## config.mk

```make
export PLATFORM = sky130hd
export DESIGN_NAME = ocov_contact_override
export DESIGN_NICKNAME = d
export VERILOG_FILES = /design/src/ocov_pkg.sv /design/src/ocov_timer_if.sv /design/src/ocov_tick_timer.sv /design/src/ocov_contact_override.sv
export VERILOG_INCLUDE_DIRS = /design/src
export SDC_FILE = /design/constraint.sdc
export NUM_CORES = 1
export LEC_CHECK = 0
export BUFFER_PORTS_ARGS = -buffer_cell sky130_fd_sc_hd__buf_4
export CORE_MARGIN = 10
export CORE_UTILIZATION = 44
export DETAILED_ROUTE_END_ITERATION = 10
export REMOVE_ABC_BUFFERS = 1
export SLEW_MARGIN = 30
export SYNTH_ARGS = -nofsm -noshare
export SYNTH_HDL_FRONTEND = slang
export SYNTH_SLANG_ARGS = --single-unit
export TNS_END_PERCENT = 20
```

## constraint.sdc

```tcl
create_clock -name sys_clk -period 18.75 [get_ports sys_clk]
set_input_delay 1.875 -clock sys_clk [delete_from_list [all_inputs] [get_ports sys_clk]]
set_output_delay 1.875 -clock sys_clk [all_outputs]
set_load 0.01 [all_outputs]
```

## src/ocov_defines.svh

```systemverilog
// Purpose: Shared constants of the output contact test override block
// Assumes: 100 MHz system clock, 32-bit register port
// Notes: Offsets are byte addresses, one word each
`ifndef OCOV_DEFINES_SVH
`define OCOV_DEFINES_SVH

// ----------------------------------------
// Timing
// ----------------------------------------
`define OCOV_CLK_MHZ 100
`define OCOV_TICK_US 1000
`define OCOV_TICK_CYCLES (`OCOV_TICK_US * `OCOV_CLK_MHZ)
`define OCOV_SUP_DROP_MS 5000
`define OCOV_SUP_DROP_TICKS ((`OCOV_SUP_DROP_MS * 1000) / `OCOV_TICK_US)

// ----------------------------------------
// Sizes
// ----------------------------------------
`define OCOV_CONTACTS 8
`define OCOV_MAX_CONTACTS 8
`define OCOV_TW 16
`define OCOV_NTMR 3
`define OCOV_TMR_DISARM 0
`define OCOV_TMR_FORCE 1
`define OCOV_TMR_SUP 2
`define OCOV_NEVT 6

// ----------------------------------------
// Register offsets
// ----------------------------------------
`define OCOV_REG_MAINT 8'h00
`define OCOV_REG_DISARM 8'h04
`define OCOV_REG_FORCE 8'h08
`define OCOV_REG_TIMEOUT 8'h0c
`define OCOV_REG_TEST 8'h10
`define OCOV_REG_STATUS 8'h14
`define OCOV_REG_IRQ_STAT 8'h18
`define OCOV_REG_IRQ_MASK 8'h1c

// ----------------------------------------
// Fields
// ----------------------------------------
`define OCOV_MAINT_SRC 1:0
`define OCOV_MAINT_PANEL 2
`define OCOV_MAINT_COMM 3
`define OCOV_MAINT_PHSET 4
`define OCOV_MAINT_ACTIVE 8
`define OCOV_DIS_CTRL 0
`define OCOV_DIS_TIMED 1
`define OCOV_DIS_CMD 2
`define OCOV_DIS_REL 3
`define OCOV_DIS_STATE 15:8
`define OCOV_FRC_TIMED 0
`define OCOV_FRC_CMD 1
`define OCOV_FRC_REL 2
`define OCOV_FRC_GRP 3
`define OCOV_FRC_GVAL 4
`define OCOV_FRC_MASK 15:8
`define OCOV_FRC_SVAL 23:16
`define OCOV_FRC_ON 24
`define OCOV_TO_DIS 15:0
`define OCOV_TO_FRC 31:16
`define OCOV_TO_RESET 32'h03e8_03e8
`define OCOV_TEST_TRIP 0
`define OCOV_TEST_SUP 1
`define OCOV_ST_OUT 7:0
`define OCOV_ST_MAINT 8
`define OCOV_ST_SUPDROP 9
`define OCOV_ST_PHASE 10
`define OCOV_ST_TRIP 11

// ----------------------------------------
// Interrupt events
// ----------------------------------------
`define OCOV_EV_SUPLOG 0
`define OCOV_EV_PHASE 1
`define OCOV_EV_DIS_EXP 2
`define OCOV_EV_FRC_EXP 3
`define OCOV_EV_REFUSE 4
`define OCOV_EV_MAINT 5

`endif

```

## src/ocov_pkg.sv

```systemverilog
// Purpose: Types of the output contact test override block
// Assumes: ocov_defines.svh for numeric constants
// Notes: Types only
package ocov_pkg;

  // ----------------------------------------
  // Maintenance activation sources
  // ----------------------------------------
  typedef enum logic [1:0] {
    OCOV_SRC_PANEL,
    OCOV_SRC_COMM,
    OCOV_SRC_DI
  } ocov_src_e;

endpackage

```

## src/ocov_timer_if.sv

```systemverilog
// Purpose: Link between the override core and a tick timer
// Assumes: One clock domain
// Notes: start reloads a running timer
`timescale 1ns/100ps
interface ocov_timer_if #(parameter int TW = 16);
  logic start;
  logic [TW-1:0] ticks;
  logic tick;
  logic running;
  logic expired;
  modport timer (input start, input ticks, input tick, output running, output expired);
  modport ctrl (output start, output ticks, output tick, input running, input expired);
endinterface

```

## src/ocov_tick_timer.sv

```systemverilog
// Purpose: Timeout timer counting timebase ticks
// Assumes: tick is a one-cycle pulse on sys_clk
// Notes: expired pulses for one cycle at the end of a run
`timescale 1ns/100ps
module ocov_tick_timer import ocov_pkg::*; #(
  parameter int TW = 16
) (
  // Clock and reset
  input wire logic sys_clk,
  input wire logic rst,
  // Control side
  ocov_timer_if.timer tif
);

  logic [TW-1:0] cnt_q, cnt_d;
  logic run_q, run_d;
  logic exp_q, exp_d;

  // ----------------------------------------
  // Count
  // ----------------------------------------
  always_comb begin
    cnt_d = cnt_q;
    run_d = run_q;
    exp_d = 1'b0;
    if (tif.start) begin
      cnt_d = tif.ticks;
      run_d = (tif.ticks != '0);
    end else if (run_q && tif.tick) begin
      if (cnt_q <= TW'(1)) begin
        cnt_d = '0;
        run_d = 1'b0;
        exp_d = 1'b1;
      end else begin
        cnt_d = cnt_q - TW'(1);
      end
    end
  end

  always_ff @(posedge sys_clk or posedge rst) begin
    if (rst) begin
      cnt_q <= '0;
      run_q <= 1'b0;
      exp_q <= 1'b0;
    end else begin
      cnt_q <= cnt_d;
      run_q <= run_d;
      exp_q <= exp_d;
    end
  end

  assign tif.running = run_q;
  assign tif.expired = exp_q;

endmodule // ocov_tick_timer

```

## src/ocov_contact_override.sv

```systemverilog
// Purpose: Disarm, force and test overrides of relay output contacts
// Assumes: Requests come from logic on sys_clk; maint_di_pin is a raw pin
// Notes: nv_maint_restore comes from non-volatile storage at power-up
//
// Behaviour
// - Refuse source change while source signal active
// - Complementary maintenance active and inactive outputs
// - Whole contact group can be disarmed
// - Disarm permanent or timed by timer
// - Zone interlock and supervision never disarmed
// - Disarm needs unlatched, no hold, control, command
// - Force permanent or timed by timer
// - Group force beats single-contact force
// - Disarmed contact ignores force
// - Force only when undisarmed and commanded
// - Manual trip force drives trip output
// - Supervision drop lasts five seconds
// - Each supervision drop logs an entry
// - Flag phase rotation mismatch with setting
// - Maintenance state restored at power-up
// - Maintenance from panel, communication or input
`timescale 1ns/100ps
`include "ocov_defines.svh"
module ocov_contact_override import ocov_pkg::*; #(
  parameter int N = `OCOV_CONTACTS,
  parameter int TICK_CYCLES = `OCOV_TICK_CYCLES
) (
  // Clock and reset
  input wire logic sys_clk,
  input wire logic rst,
  // Register port
  input wire logic [7:0] reg_addr,
  input wire logic [31:0] reg_wdata,
  input wire logic reg_wr,
  input wire logic reg_rd,
  output logic [31:0] reg_rdata,
  // Contact requests from protection logic
  input wire logic [N-1:0] contact_req,
  input wire logic [N-1:0] contact_latched,
  input wire logic [N-1:0] contact_hold_run,
  input wire logic zone_il_req,
  input wire logic sup_healthy,
  input wire logic prot_trip,
  // Maintenance and measurement
  input wire logic maint_di_pin,
  input wire logic nv_maint_restore,
  input wire logic phase_calc_rev,
  // Relay and status outputs
  output logic [N-1:0] contact_out,
  output logic zone_il_out,
  output logic supervision_contact,
  output logic trip_cmd,
  output logic maint_active,
  output logic maint_inactive,
  output logic sup_log_entry,
  output logic phase_mismatch,
  output logic irq
);

  // ----------------------------------------
  // Elaboration checks
  // ----------------------------------------
  if (N < 1 || N > `OCOV_MAX_CONTACTS) begin : g_bad_n
    $error("contact count out of range");
  end
  if (TICK_CYCLES < 2) begin : g_bad_tick
    $error("tick period too short");
  end

  localparam int TW = `OCOV_TW;
  localparam logic [TW-1:0] SUP_TICKS = TW'(`OCOV_SUP_DROP_TICKS);

  function automatic logic src_level(input ocov_src_e s, input logic pnl, input logic com, input logic di);
    case (s)
      OCOV_SRC_PANEL: src_level = pnl;
      OCOV_SRC_COMM: src_level = com;
      OCOV_SRC_DI: src_level = di;
      default: src_level = 1'b0;
    endcase
  endfunction

  // ----------------------------------------
  // Pin synchroniser and timebase
  // ----------------------------------------
  logic di_s1_q, di_s2_q;
  logic [31:0] tick_cnt_q, tick_cnt_d;
  logic tick_q, tick_d;

  always_comb begin
    tick_d = 1'b0;
    tick_cnt_d = tick_cnt_q + 32'h1;
    if (tick_cnt_q >= 32'(TICK_CYCLES - 1)) begin
      tick_cnt_d = '0;
      tick_d = 1'b1;
    end
  end

  always_ff @(posedge sys_clk or posedge rst) begin
    if (rst) begin
      di_s1_q <= 1'b0;
      di_s2_q <= 1'b0;
      tick_cnt_q <= '0;
      tick_q <= 1'b0;
    end else begin
      di_s1_q <= maint_di_pin;
      di_s2_q <= di_s1_q;
      tick_cnt_q <= tick_cnt_d;
      tick_q <= tick_d;
    end
  end

  // ----------------------------------------
  // Timers
  // ----------------------------------------
  ocov_timer_if #(.TW(TW)) tif [`OCOV_NTMR] ();
  logic [`OCOV_NTMR-1:0] tmr_start;
  logic [TW-1:0] tmr_ticks [`OCOV_NTMR];
  logic [`OCOV_NTMR-1:0] tmr_run, tmr_exp;

  for (genvar t = 0; t < `OCOV_NTMR; t++) begin : g_tmr
    assign tif[t].start = tmr_start[t];
    assign tif[t].ticks = tmr_ticks[t];
    assign tif[t].tick = tick_q;
    assign tmr_run[t] = tif[t].running;
    assign tmr_exp[t] = tif[t].expired;
    ocov_tick_timer #(.TW(TW)) u_tmr (
      .sys_clk(sys_clk),
      .rst(rst),
      .tif(tif[t])
    );
  end

  // ----------------------------------------
  // Register state
  // ----------------------------------------
  ocov_src_e src_q, src_d;
  logic panel_q, panel_d, comm_q, comm_d, phset_q, phset_d;
  logic maint_q, maint_d, lvl_prev_q, lvl_prev_d, restored_q, restored_d;
  logic dis_ctrl_q, dis_ctrl_d, dis_timed_q, dis_timed_d, dis_on_q, dis_on_d;
  logic frc_timed_q, frc_timed_d, frc_on_q, frc_on_d, grp_q, grp_d, gval_q, gval_d;
  logic [N-1:0] smask_q, smask_d, sval_q, sval_d;
  logic [31:0] tout_q, tout_d;
  logic ftrip_q, ftrip_d, log_q, log_d, phase_q, phase_d;
  logic [`OCOV_NEVT-1:0] ist_q, ist_d, imask_q, imask_d, evt;
  logic [31:0] rdata_q, rdata_d;
  logic [N-1:0] disarmed_q, disarmed_d, out_q, out_d;
  logic wr_maint, wr_dis, wr_frc, wr_test, lvl_cur, lvl_new;
  ocov_src_e src_req;

  assign wr_maint = reg_wr && reg_addr == `OCOV_REG_MAINT;
  assign wr_dis = reg_wr && reg_addr == `OCOV_REG_DISARM;
  assign wr_frc = reg_wr && reg_addr == `OCOV_REG_FORCE;
  assign wr_test = reg_wr && reg_addr == `OCOV_REG_TEST;
  assign src_req = ocov_src_e'(reg_wdata[`OCOV_MAINT_SRC]);
  assign lvl_cur = src_level(src_q, panel_q, comm_q, di_s2_q);
  // A source switch re-arms the edge detector on the new source, so switching alone never toggles the mode
  assign lvl_new = src_level(src_d, panel_q, comm_q, di_s2_q);

  assign tmr_start[`OCOV_TMR_DISARM] = wr_dis && reg_wdata[`OCOV_DIS_CMD] && reg_wdata[`OCOV_DIS_TIMED];
  assign tmr_start[`OCOV_TMR_FORCE] = wr_frc && reg_wdata[`OCOV_FRC_CMD] && reg_wdata[`OCOV_FRC_TIMED];
  assign tmr_start[`OCOV_TMR_SUP] = wr_test && reg_wdata[`OCOV_TEST_SUP];
  assign tmr_ticks[`OCOV_TMR_DISARM] = tout_q[`OCOV_TO_DIS];
  assign tmr_ticks[`OCOV_TMR_FORCE] = tout_q[`OCOV_TO_FRC];
  assign tmr_ticks[`OCOV_TMR_SUP] = SUP_TICKS;

  always_comb begin
    src_d = src_q;
    panel_d = panel_q;
    comm_d = comm_q;
    phset_d = phset_q;
    dis_ctrl_d = dis_ctrl_q;
    dis_timed_d = dis_timed_q;
    frc_timed_d = frc_timed_q;
    grp_d = grp_q;
    gval_d = gval_q;
    smask_d = smask_q;
    sval_d = sval_q;
    tout_d = tout_q;
    ftrip_d = ftrip_q;
    imask_d = imask_q;
    evt = '0;
    if (wr_maint) begin
      panel_d = reg_wdata[`OCOV_MAINT_PANEL];
      comm_d = reg_wdata[`OCOV_MAINT_COMM];
      phset_d = reg_wdata[`OCOV_MAINT_PHSET];
      if (src_req != src_q && (lvl_cur || src_req > OCOV_SRC_DI)) begin
        evt[`OCOV_EV_REFUSE] = 1'b1;
      end else begin
        src_d = src_req;
      end
    end
    if (wr_dis) begin
      dis_ctrl_d = reg_wdata[`OCOV_DIS_CTRL];
      dis_timed_d = reg_wdata[`OCOV_DIS_TIMED];
    end
    if (wr_frc) begin
      frc_timed_d = reg_wdata[`OCOV_FRC_TIMED];
      grp_d = reg_wdata[`OCOV_FRC_GRP];
      gval_d = reg_wdata[`OCOV_FRC_GVAL];
      smask_d = reg_wdata[8 +: N];
      sval_d = reg_wdata[16 +: N];
    end
    if (reg_wr && reg_addr == `OCOV_REG_TIMEOUT) begin
      tout_d = reg_wdata;
    end
    if (wr_test) begin
      ftrip_d = reg_wdata[`OCOV_TEST_TRIP];
    end
    if (reg_wr && reg_addr == `OCOV_REG_IRQ_MASK) begin
      imask_d = reg_wdata[`OCOV_NEVT-1:0];
    end
    // timed disarm ends at expiry, permanent holds
    dis_on_d = dis_on_q;
    if (wr_dis && reg_wdata[`OCOV_DIS_REL]) begin
      dis_on_d = 1'b0;
    end else if (wr_dis && reg_wdata[`OCOV_DIS_CMD]) begin
      dis_on_d = 1'b1;
    end else if (dis_timed_q && tmr_exp[`OCOV_TMR_DISARM]) begin
      dis_on_d = 1'b0;
    end
    // timed force ends at expiry, permanent holds
    frc_on_d = frc_on_q;
    if (wr_frc && reg_wdata[`OCOV_FRC_REL]) begin
      frc_on_d = 1'b0;
    end else if (wr_frc && reg_wdata[`OCOV_FRC_CMD]) begin
      frc_on_d = 1'b1;
    end else if (frc_timed_q && tmr_exp[`OCOV_TMR_FORCE]) begin
      frc_on_d = 1'b0;
    end
    evt[`OCOV_EV_DIS_EXP] = dis_timed_q && dis_on_q && tmr_exp[`OCOV_TMR_DISARM];
    evt[`OCOV_EV_FRC_EXP] = frc_timed_q && frc_on_q && tmr_exp[`OCOV_TMR_FORCE];
    log_d = tmr_start[`OCOV_TMR_SUP];
    evt[`OCOV_EV_SUPLOG] = log_d;
    phase_d = phase_calc_rev != phset_q;
    evt[`OCOV_EV_PHASE] = phase_d && !phase_q;
    // restore stored state once after reset
    restored_d = 1'b1;
    lvl_prev_d = lvl_new;
    maint_d = maint_q;
    if (!restored_q) begin
      maint_d = nv_maint_restore;
    end else if (lvl_cur != lvl_prev_q) begin
      maint_d = lvl_cur;
    end
    evt[`OCOV_EV_MAINT] = restored_q && maint_d != maint_q;
    // Read clears status, but a new event in the same cycle survives
    ist_d = ist_q;
    if (reg_rd && reg_addr == `OCOV_REG_IRQ_STAT) begin
      ist_d = '0;
    end
    ist_d = ist_d | evt;
    rdata_d = '0;
    if (reg_rd) begin
      case (reg_addr)
        `OCOV_REG_MAINT: rdata_d = {23'h0, maint_q, 3'h0, phset_q, comm_q, panel_q, src_q};
        `OCOV_REG_DISARM: rdata_d = {16'h0, 8'(disarmed_q), 5'h0, dis_on_q, dis_timed_q, dis_ctrl_q};
        `OCOV_REG_FORCE: rdata_d = {7'h0, frc_on_q, 8'(sval_q), 8'(smask_q), 3'h0, gval_q, grp_q, 2'h0,
                                    frc_timed_q};
        `OCOV_REG_TIMEOUT: rdata_d = tout_q;
        `OCOV_REG_TEST: rdata_d = {31'h0, ftrip_q};
        `OCOV_REG_STATUS: rdata_d = {20'h0, trip_cmd, phase_q, tmr_run[`OCOV_TMR_SUP], maint_q, 8'(out_q)};
        `OCOV_REG_IRQ_STAT: rdata_d = 32'(ist_q);
        `OCOV_REG_IRQ_MASK: rdata_d = 32'(imask_q);
        default: rdata_d = '0;
      endcase
    end
  end

  always_ff @(posedge sys_clk or posedge rst) begin
    if (rst) begin
      src_q <= OCOV_SRC_PANEL;
      panel_q <= 1'b0;
      comm_q <= 1'b0;
      phset_q <= 1'b0;
      maint_q <= 1'b0;
      lvl_prev_q <= 1'b0;
      restored_q <= 1'b0;
      dis_ctrl_q <= 1'b0;
      dis_timed_q <= 1'b0;
      dis_on_q <= 1'b0;
      frc_timed_q <= 1'b0;
      frc_on_q <= 1'b0;
      grp_q <= 1'b0;
      gval_q <= 1'b0;
      smask_q <= '0;
      sval_q <= '0;
      tout_q <= `OCOV_TO_RESET;
      ftrip_q <= 1'b0;
      log_q <= 1'b0;
      phase_q <= 1'b0;
      ist_q <= '0;
      imask_q <= '0;
      rdata_q <= '0;
    end else begin
      src_q <= src_d;
      panel_q <= panel_d;
      comm_q <= comm_d;
      phset_q <= phset_d;
      maint_q <= maint_d;
      lvl_prev_q <= lvl_prev_d;
      restored_q <= restored_d;
      dis_ctrl_q <= dis_ctrl_d;
      dis_timed_q <= dis_timed_d;
      dis_on_q <= dis_on_d;
      frc_timed_q <= frc_timed_d;
      frc_on_q <= frc_on_d;
      grp_q <= grp_d;
      gval_q <= gval_d;
      smask_q <= smask_d;
      sval_q <= sval_d;
      tout_q <= tout_d;
      ftrip_q <= ftrip_d;
      log_q <= log_d;
      phase_q <= phase_d;
      ist_q <= ist_d;
      imask_q <= imask_d;
      rdata_q <= rdata_d;
    end
  end

  // ----------------------------------------
  // Contact gating
  // ----------------------------------------
  logic zone_q, zone_d, sup_q, sup_d, trip_q, trip_d;

  for (genvar i = 0; i < N; i++) begin : g_contact
    always_comb begin
      // entry needs all four conditions; once in, stays while commanded and control is set
      disarmed_d[i] = dis_on_q && dis_ctrl_q &&
                      (disarmed_q[i] || (!contact_latched[i] && !contact_hold_run[i]));
      // disarmed contact is frozen, no switching
      if (disarmed_q[i]) begin
        out_d[i] = out_q[i];
      // force only on undisarmed, commanded contact
      end else if (frc_on_q && (grp_q || smask_q[i])) begin
        out_d[i] = grp_q ? gval_q : sval_q[i];
      end else begin
        out_d[i] = contact_req[i];
      end
    end
  end

  always_comb begin
    // zone interlock and supervision bypass disarm
    zone_d = zone_il_req;
    sup_d = sup_healthy && !tmr_run[`OCOV_TMR_SUP];
    // manual trip acts like a protection trip
    trip_d = prot_trip || ftrip_q;
  end

  always_ff @(posedge sys_clk or posedge rst) begin
    if (rst) begin
      disarmed_q <= '0;
      out_q <= '0;
      zone_q <= 1'b0;
      sup_q <= 1'b0;
      trip_q <= 1'b0;
    end else begin
      disarmed_q <= disarmed_d;
      out_q <= out_d;
      zone_q <= zone_d;
      sup_q <= sup_d;
      trip_q <= trip_d;
    end
  end

  // ----------------------------------------
  // Outputs
  // ----------------------------------------
  assign contact_out = out_q;
  assign zone_il_out = zone_q;
  assign supervision_contact = sup_q;
  assign trip_cmd = trip_q;
  assign maint_active = maint_q;
  assign maint_inactive = !maint_q;
  assign sup_log_entry = log_q;
  assign phase_mismatch = phase_q;
  assign reg_rdata = rdata_q;
  assign irq = |(ist_q & imask_q);

endmodule // ocov_contact_override

```

* Word level (Yosys, flattened, before mapping)
Index checks and enable logic that the tools add are counted.
Word-level totals: bits in registers 217, input bits 74, output and inout bits 48, word-level logic and storage cells 238
Operators by class: add/subtract/negate cells 4, magnitude comparators 5, equality and inequality tests 15, multiplexer cells 59, bitwise operators 2, reductions and logical operators 106
Operators with widths (count):
- $pmux 32 s8 | 1
- $mux 16 | 9
- $mux 32 | 2
- $logic_and 1x1->1 | 52
- $le 16x1->1 const B | 3
- $sub 16x1->16 const B | 3
- $mux 1 | 42
- $add 32x1->32 const B | 1
- $eq 8x5->1 const B | 4
- $ge 32x17->1 const B | 1
- $reduce_bool 16->1 | 2
- $logic_not 1->1 | 19
- $logic_or 1x1->1 | 18
- $eq 8x4->1 const B | 2
- $reduce_bool 2->1 | 6
- $eq 8x3->1 const B | 1
- $logic_not 8->1 | 1
- $and 6x6->6 | 1
- $mux 6 | 1
- $or 6x6->6 | 1
- $pmux 1 s3 | 2
- $reduce_and 2->1 | 3
- $reduce_bool 3->1 | 2
- $reduce_or 6->1 | 1
- 7 further kinds | 13

* Depth between registers and ports, before layout
depth in word-level cells 8, mapped depth 8, gate-level depth less buffers 7

* By module
From an unflattened synthesis, not the netlist that was laid out.
Second synthesis, totals: cell total of the unflattened synthesis 974, area total of the unflattened synthesis 10207.3 um^2
Modules (own cells, without submodules):
- ocov_contact_override | times used 1, cells an instance 623, area an instance 6960.4 um^2, seq. area each 4119.0 um^2
- ocov_tick_timer | times used 3, cells an instance 117, area an instance 1082.3 um^2, seq. area each 450.4 um^2

* Worst setup path before layout
OpenSTA, ideal clock, no wires.
kind input to register, start point input port reg_addr[4], end point register g_tmr[0].u_tmr.cnt_q[9], library setup time 0.121 ns, arrival time 3.584 ns, data required time 18.629 ns, path slack 15.045 ns, cell stages on the path 7, path buffers 2, cells stage by stage buf_2 or4_1 nor3_2 and3_1 clkbuf_1 nor2_1 a22o_1
Between the ends: cells in the longest elaborated chain, start to end 5, elaborated cells between the ends (all ways) 6, those cells by class 1 x eq/ne; 1 x mux; 4 x reduce/logical
Ends and longest elaborated chain:
- start, declared | line ocov_contact_override.sv:32 | input wire logic [7:0] reg_addr,
- $eq 8x3->1 (*)
- $logic_and 1x1->1 (no line) (*)
- $logic_and 1x1->1 (*) (2 in a row) | line ocov_contact_override.sv:159 | assign tmr_start[`OCOV_TMR_DISARM] = wr_dis && reg_wdata[`OCOV_DIS_CMD] && reg_wdata[`OCOV_DIS_TIMED];
- $mux 16 or $reduce_bool 2->1 (tied branches)
- end signal, assigned | line ocov_tick_timer.sv:46 | cnt_q <= cnt_d;
- end, declared | line ocov_tick_timer.sv:15 | logic [TW-1:0] cnt_q, cnt_d;
Every way passes the cells marked *; elsewhere a longest branch is shown, timed or not. A chain may end at the register's enable or synchronous reset.

* Final worst setup path
start point input port reg_addr[4], end point register g_tmr[0].u_tmr.cnt_q[4]
Same word-level chain as after synthesis.

==> summary.txt <==
Outcome
  • Status: completed

Floorplanning
  • Chip Height: 170.1 um
  • I/O pin cnt: between 100 and 150
  • Initial Utilization: 0.4512
  • Die area: approximately 29000 um2
  • CORE AREA: approximately 22000 um2
  • DIE WIDTH: 170.1 um
  • Row count: 54

Placed design
  • Pre-CTS setup slack: 14.41 ns
  • Cells after DPL: approximately 1300
  • DP HPWL: approximately 20 mm
  • PortBufs: between 100 and 150
  • Routability cong.: 0.8609

STA
  • Final Hold Fails: 0
  • Worst-margin pin slew: between 0.9 and 1 ns
  • Max-slew headroom: 0.3914
  • Max-slew violations: 0
  • Crit share post-route: 0.2033
  • Final Setup Violations: 0
  • Setup_tns: 0 ns
  • Final WS setup: roughly 15 ns
  • Clk_skew: just over 0.007 ns
  • RSZ-0062 raised after global routing: false
  • Max Fclk: about 0.26 GHz
  • Tmin final: 3.812 ns

Power and ir drop
  • Combinational Power Share: 0.095
  • Flop pwr share: 0.482
  • Total power: 0.001110 W
  • Clk pwr share: 0.422
  • P per Cell Area: about 93 nW/um2
  • Static Leakage: 5.311 nW
  • VDD IR max: between 0.06 and 0.07 mV
  • Internal: around 0.00083 W
  • Sw Share: 0.2503
  • P_sw: about 0.00028 W

Drt
  • Routed wire per std cell: around 21 um
  • Vias/cell: around 5.8
  • DRT iter0 DRCs: ~630
  • Via count: roughly 8000
  • Remaining DRCs: 0
  • Antenna violation net count after detailed routing: 0
  • TritonRoute pass-1 iters: 6
  • Overall routed net length: between 20 and 30 mm

Min path
  • Endpoint, Worst Hold: di_s2_q
  • Hold depth: 0
  • HP Class: reg2reg
  • Hold Startpoint: di_s1_q

Setup path
  • CP required: ~19 ns
  • Crit start category: input pin
  • Critical path class: in2reg
  • R2R setup slack: between 15 and 20 ns
  • Worst R2R Start: g_tmr[1].u_tmr.cnt_q[0]
  • Worst reg-to-reg path cell count: 7
  • Worst-path fanout max: 24
  • Worst EP arrival: about 4.2 ns
  • CP Capture Type: flip-flop
  • Reg-to-Reg End: g_tmr[1].u_tmr.cnt_q[12]

Cells and area
  • Diodes inserted: 0
  • Area Overhead vs Synth: 20.34%
  • Area of the multi-input gates: between 4000 and 5000 um2
  • Post-route insts no fill: 1351
  • Layout cell share with drive strength beyond 1: 0.2418
  • Seq. cell area: 5445 um2
  • Most common cell after layout, fill and taps aside: dfrtp_1
  • Most frequent cells in the layout: dfrtp_1, buf_4, nand2_1
  • Nets: ~1100
  • # fillers: 1934

Clocking
  • Clk root buf: clkbuf_16
  • Cts repair resizes: 0
  • H-tree depth: 1
  • TritonCTS Buffers: 24
  • Clk_lat worst skew: 0.51 ns
  • CTS tree: done
  • CTS sink cnt: 217
  • Clk buf depth: 3
  • Clock slew at reported path FFs: approximately 0.060 ns
  • Hold buffer count at CTS: 0
  • Post-CTS Setup Inserts: 0

Synth
  • Synthesized instance count: a little over 900
  • Most used DFF post-synth: dfrtp_1
  • Post-synth EDFFs: 0
  • Synth area leader: dfrtp_1
  • Post-synth top area share: 0.5177
  • Synth unique cells: 67
  • #FFs+latches synth: about 220
  • Syn_area_per_cell: roughly 11 um2
  • Post-synthesis async set-or-reset flop share: 1.000
  • Area of the mapped netlist: between 9000 and 10000 um2
  • Top post-synthesis cells by area: dfrtp_1, mux2_2, dfstp_2
  • Syn. warnings: 0
  • Post-synthesis sequential area ratio: 0.5496

Global routing
  • Vias in the first global route: between 7000 and 8000
  • Global-route wire length before repair: between 40 and 50 mm
  • Overall routing resource usage: 0.1916
  • Initial antenna violation count: 0
  • GRT overflow: 0
  • Largest net degree at the start of global routing: between 100 and 150

Flow run
  • Count of maximum capacitance violations: 0
[stage by stage]
stage                     hold WS, ns  area, um2    util
final                          0.3619      11920  0.5430
after global routing           0.3844      11920  0.5430
after CTS                      0.3681      11920  0.5430
after detailed placement       0.3536      11140  0.5071
after global placement         0.3419      11130  0.5068
after floorplan                0.3312       9793       -
[state kept, by name, indices dropped and copies added (netlist names), 3 cells and up]
| name | flops |
|---|---|
| contact_out | 8 |
| disarmed_q | 8 |
| g_tmr.u_tmr.cnt_q | 48 |
| g_tmr.u_tmr.tif.running | 3 |
| imask_q | 6 |
| ist_q | 6 |
| reg_rdata | 32 |
| smask_q | 8 |
| sval_q | 8 |
| tick_cnt_q | 32 |
| tout_q | 32 |
[logic make-up after synthesis]
group / after synthesis / share of synthesized area
AO/OA/AOI/OAI: 207 / 0.1394
XOR/XNOR: 27 / 0.02387
adder cells (fa/ha/maj): 7 / 0.008839
buffers and inverters: 57 / 0.02185
flip-flops: 217 / 0.5496
multiplexers: 75 / 0.08385
other: 2 / 0.0007580
AND/OR/NAND/NOR: 335 / 0.1719
[cells in the mapped netlist (all sizes together), types with 13 or more instances]
cell / n
nor2: 77
inv: 13
a31oi: 17
nor4: 26
xor2: 18
mux2: 64
a22oi: 42
a21oi: 24
dfrtp: 205
o21ai: 59
clkbuf: 37
and3: 19
nand2: 83
nor3: 38
nand3: 21
[final cells by class]
class | instances | share of cell area
Timing Repair Buffer | 130 | 0.08185
Tap cell | 280 | 0.02938
Clock inverter | 5 | 0.004197
Multi-Input combinational cell | 667 | 0.3613
Inverter | 13 | 0.004722
Clock buffer | 39 | 0.06191
Sequential cell | 217 | 0.4567
[worst max-delay path, stage by stage]
cell	delay, ns
buf_4	0.14
or4_1	0.61
nor3_2	0.18
buf_4	0.25
nand3_1	0.67
nor2_1	0.36
a31oi_1	0.06
[power groups by stage]
stage	Combinational [W]	Clock, W	Sequential, W
after global placement	0.000105	0	0.000542
after CTS	0.000108	0.000480	0.000535
after detailed placement	0.000108	0	0.000542
final	0.000106	0.000469	0.000536
after global routing	0.000122	0.000499	0.000541
after floorplan	0.0000710	0	0.000532
[routing by layer]
metal	routed length [um]	track usage
met4	484	0.04462
met5	0	0
met2	13840	0.3304
met1	11870	0.2449
met3	1503	0.03447
[worst max path at each step]
stage	to	cells after the start	startpoint	slack, ns
floorplan	comm_q	1	rst	10.96
global placement	g_tmr[1].u_tmr.cnt_q[13]	5	reg_addr[4]	14.19
detailed placement	g_tmr[0].u_tmr.cnt_q[2]	7	reg_addr[4]	14.41
CTS	g_tmr[0].u_tmr.cnt_q[2]	7	reg_addr[4]	14.95
global route	g_tmr[0].u_tmr.cnt_q[4]	7	reg_addr[4]	14.71
finish	g_tmr[0].u_tmr.cnt_q[4]	7	reg_addr[4]	14.94
(Power assumes the default switching activity.)
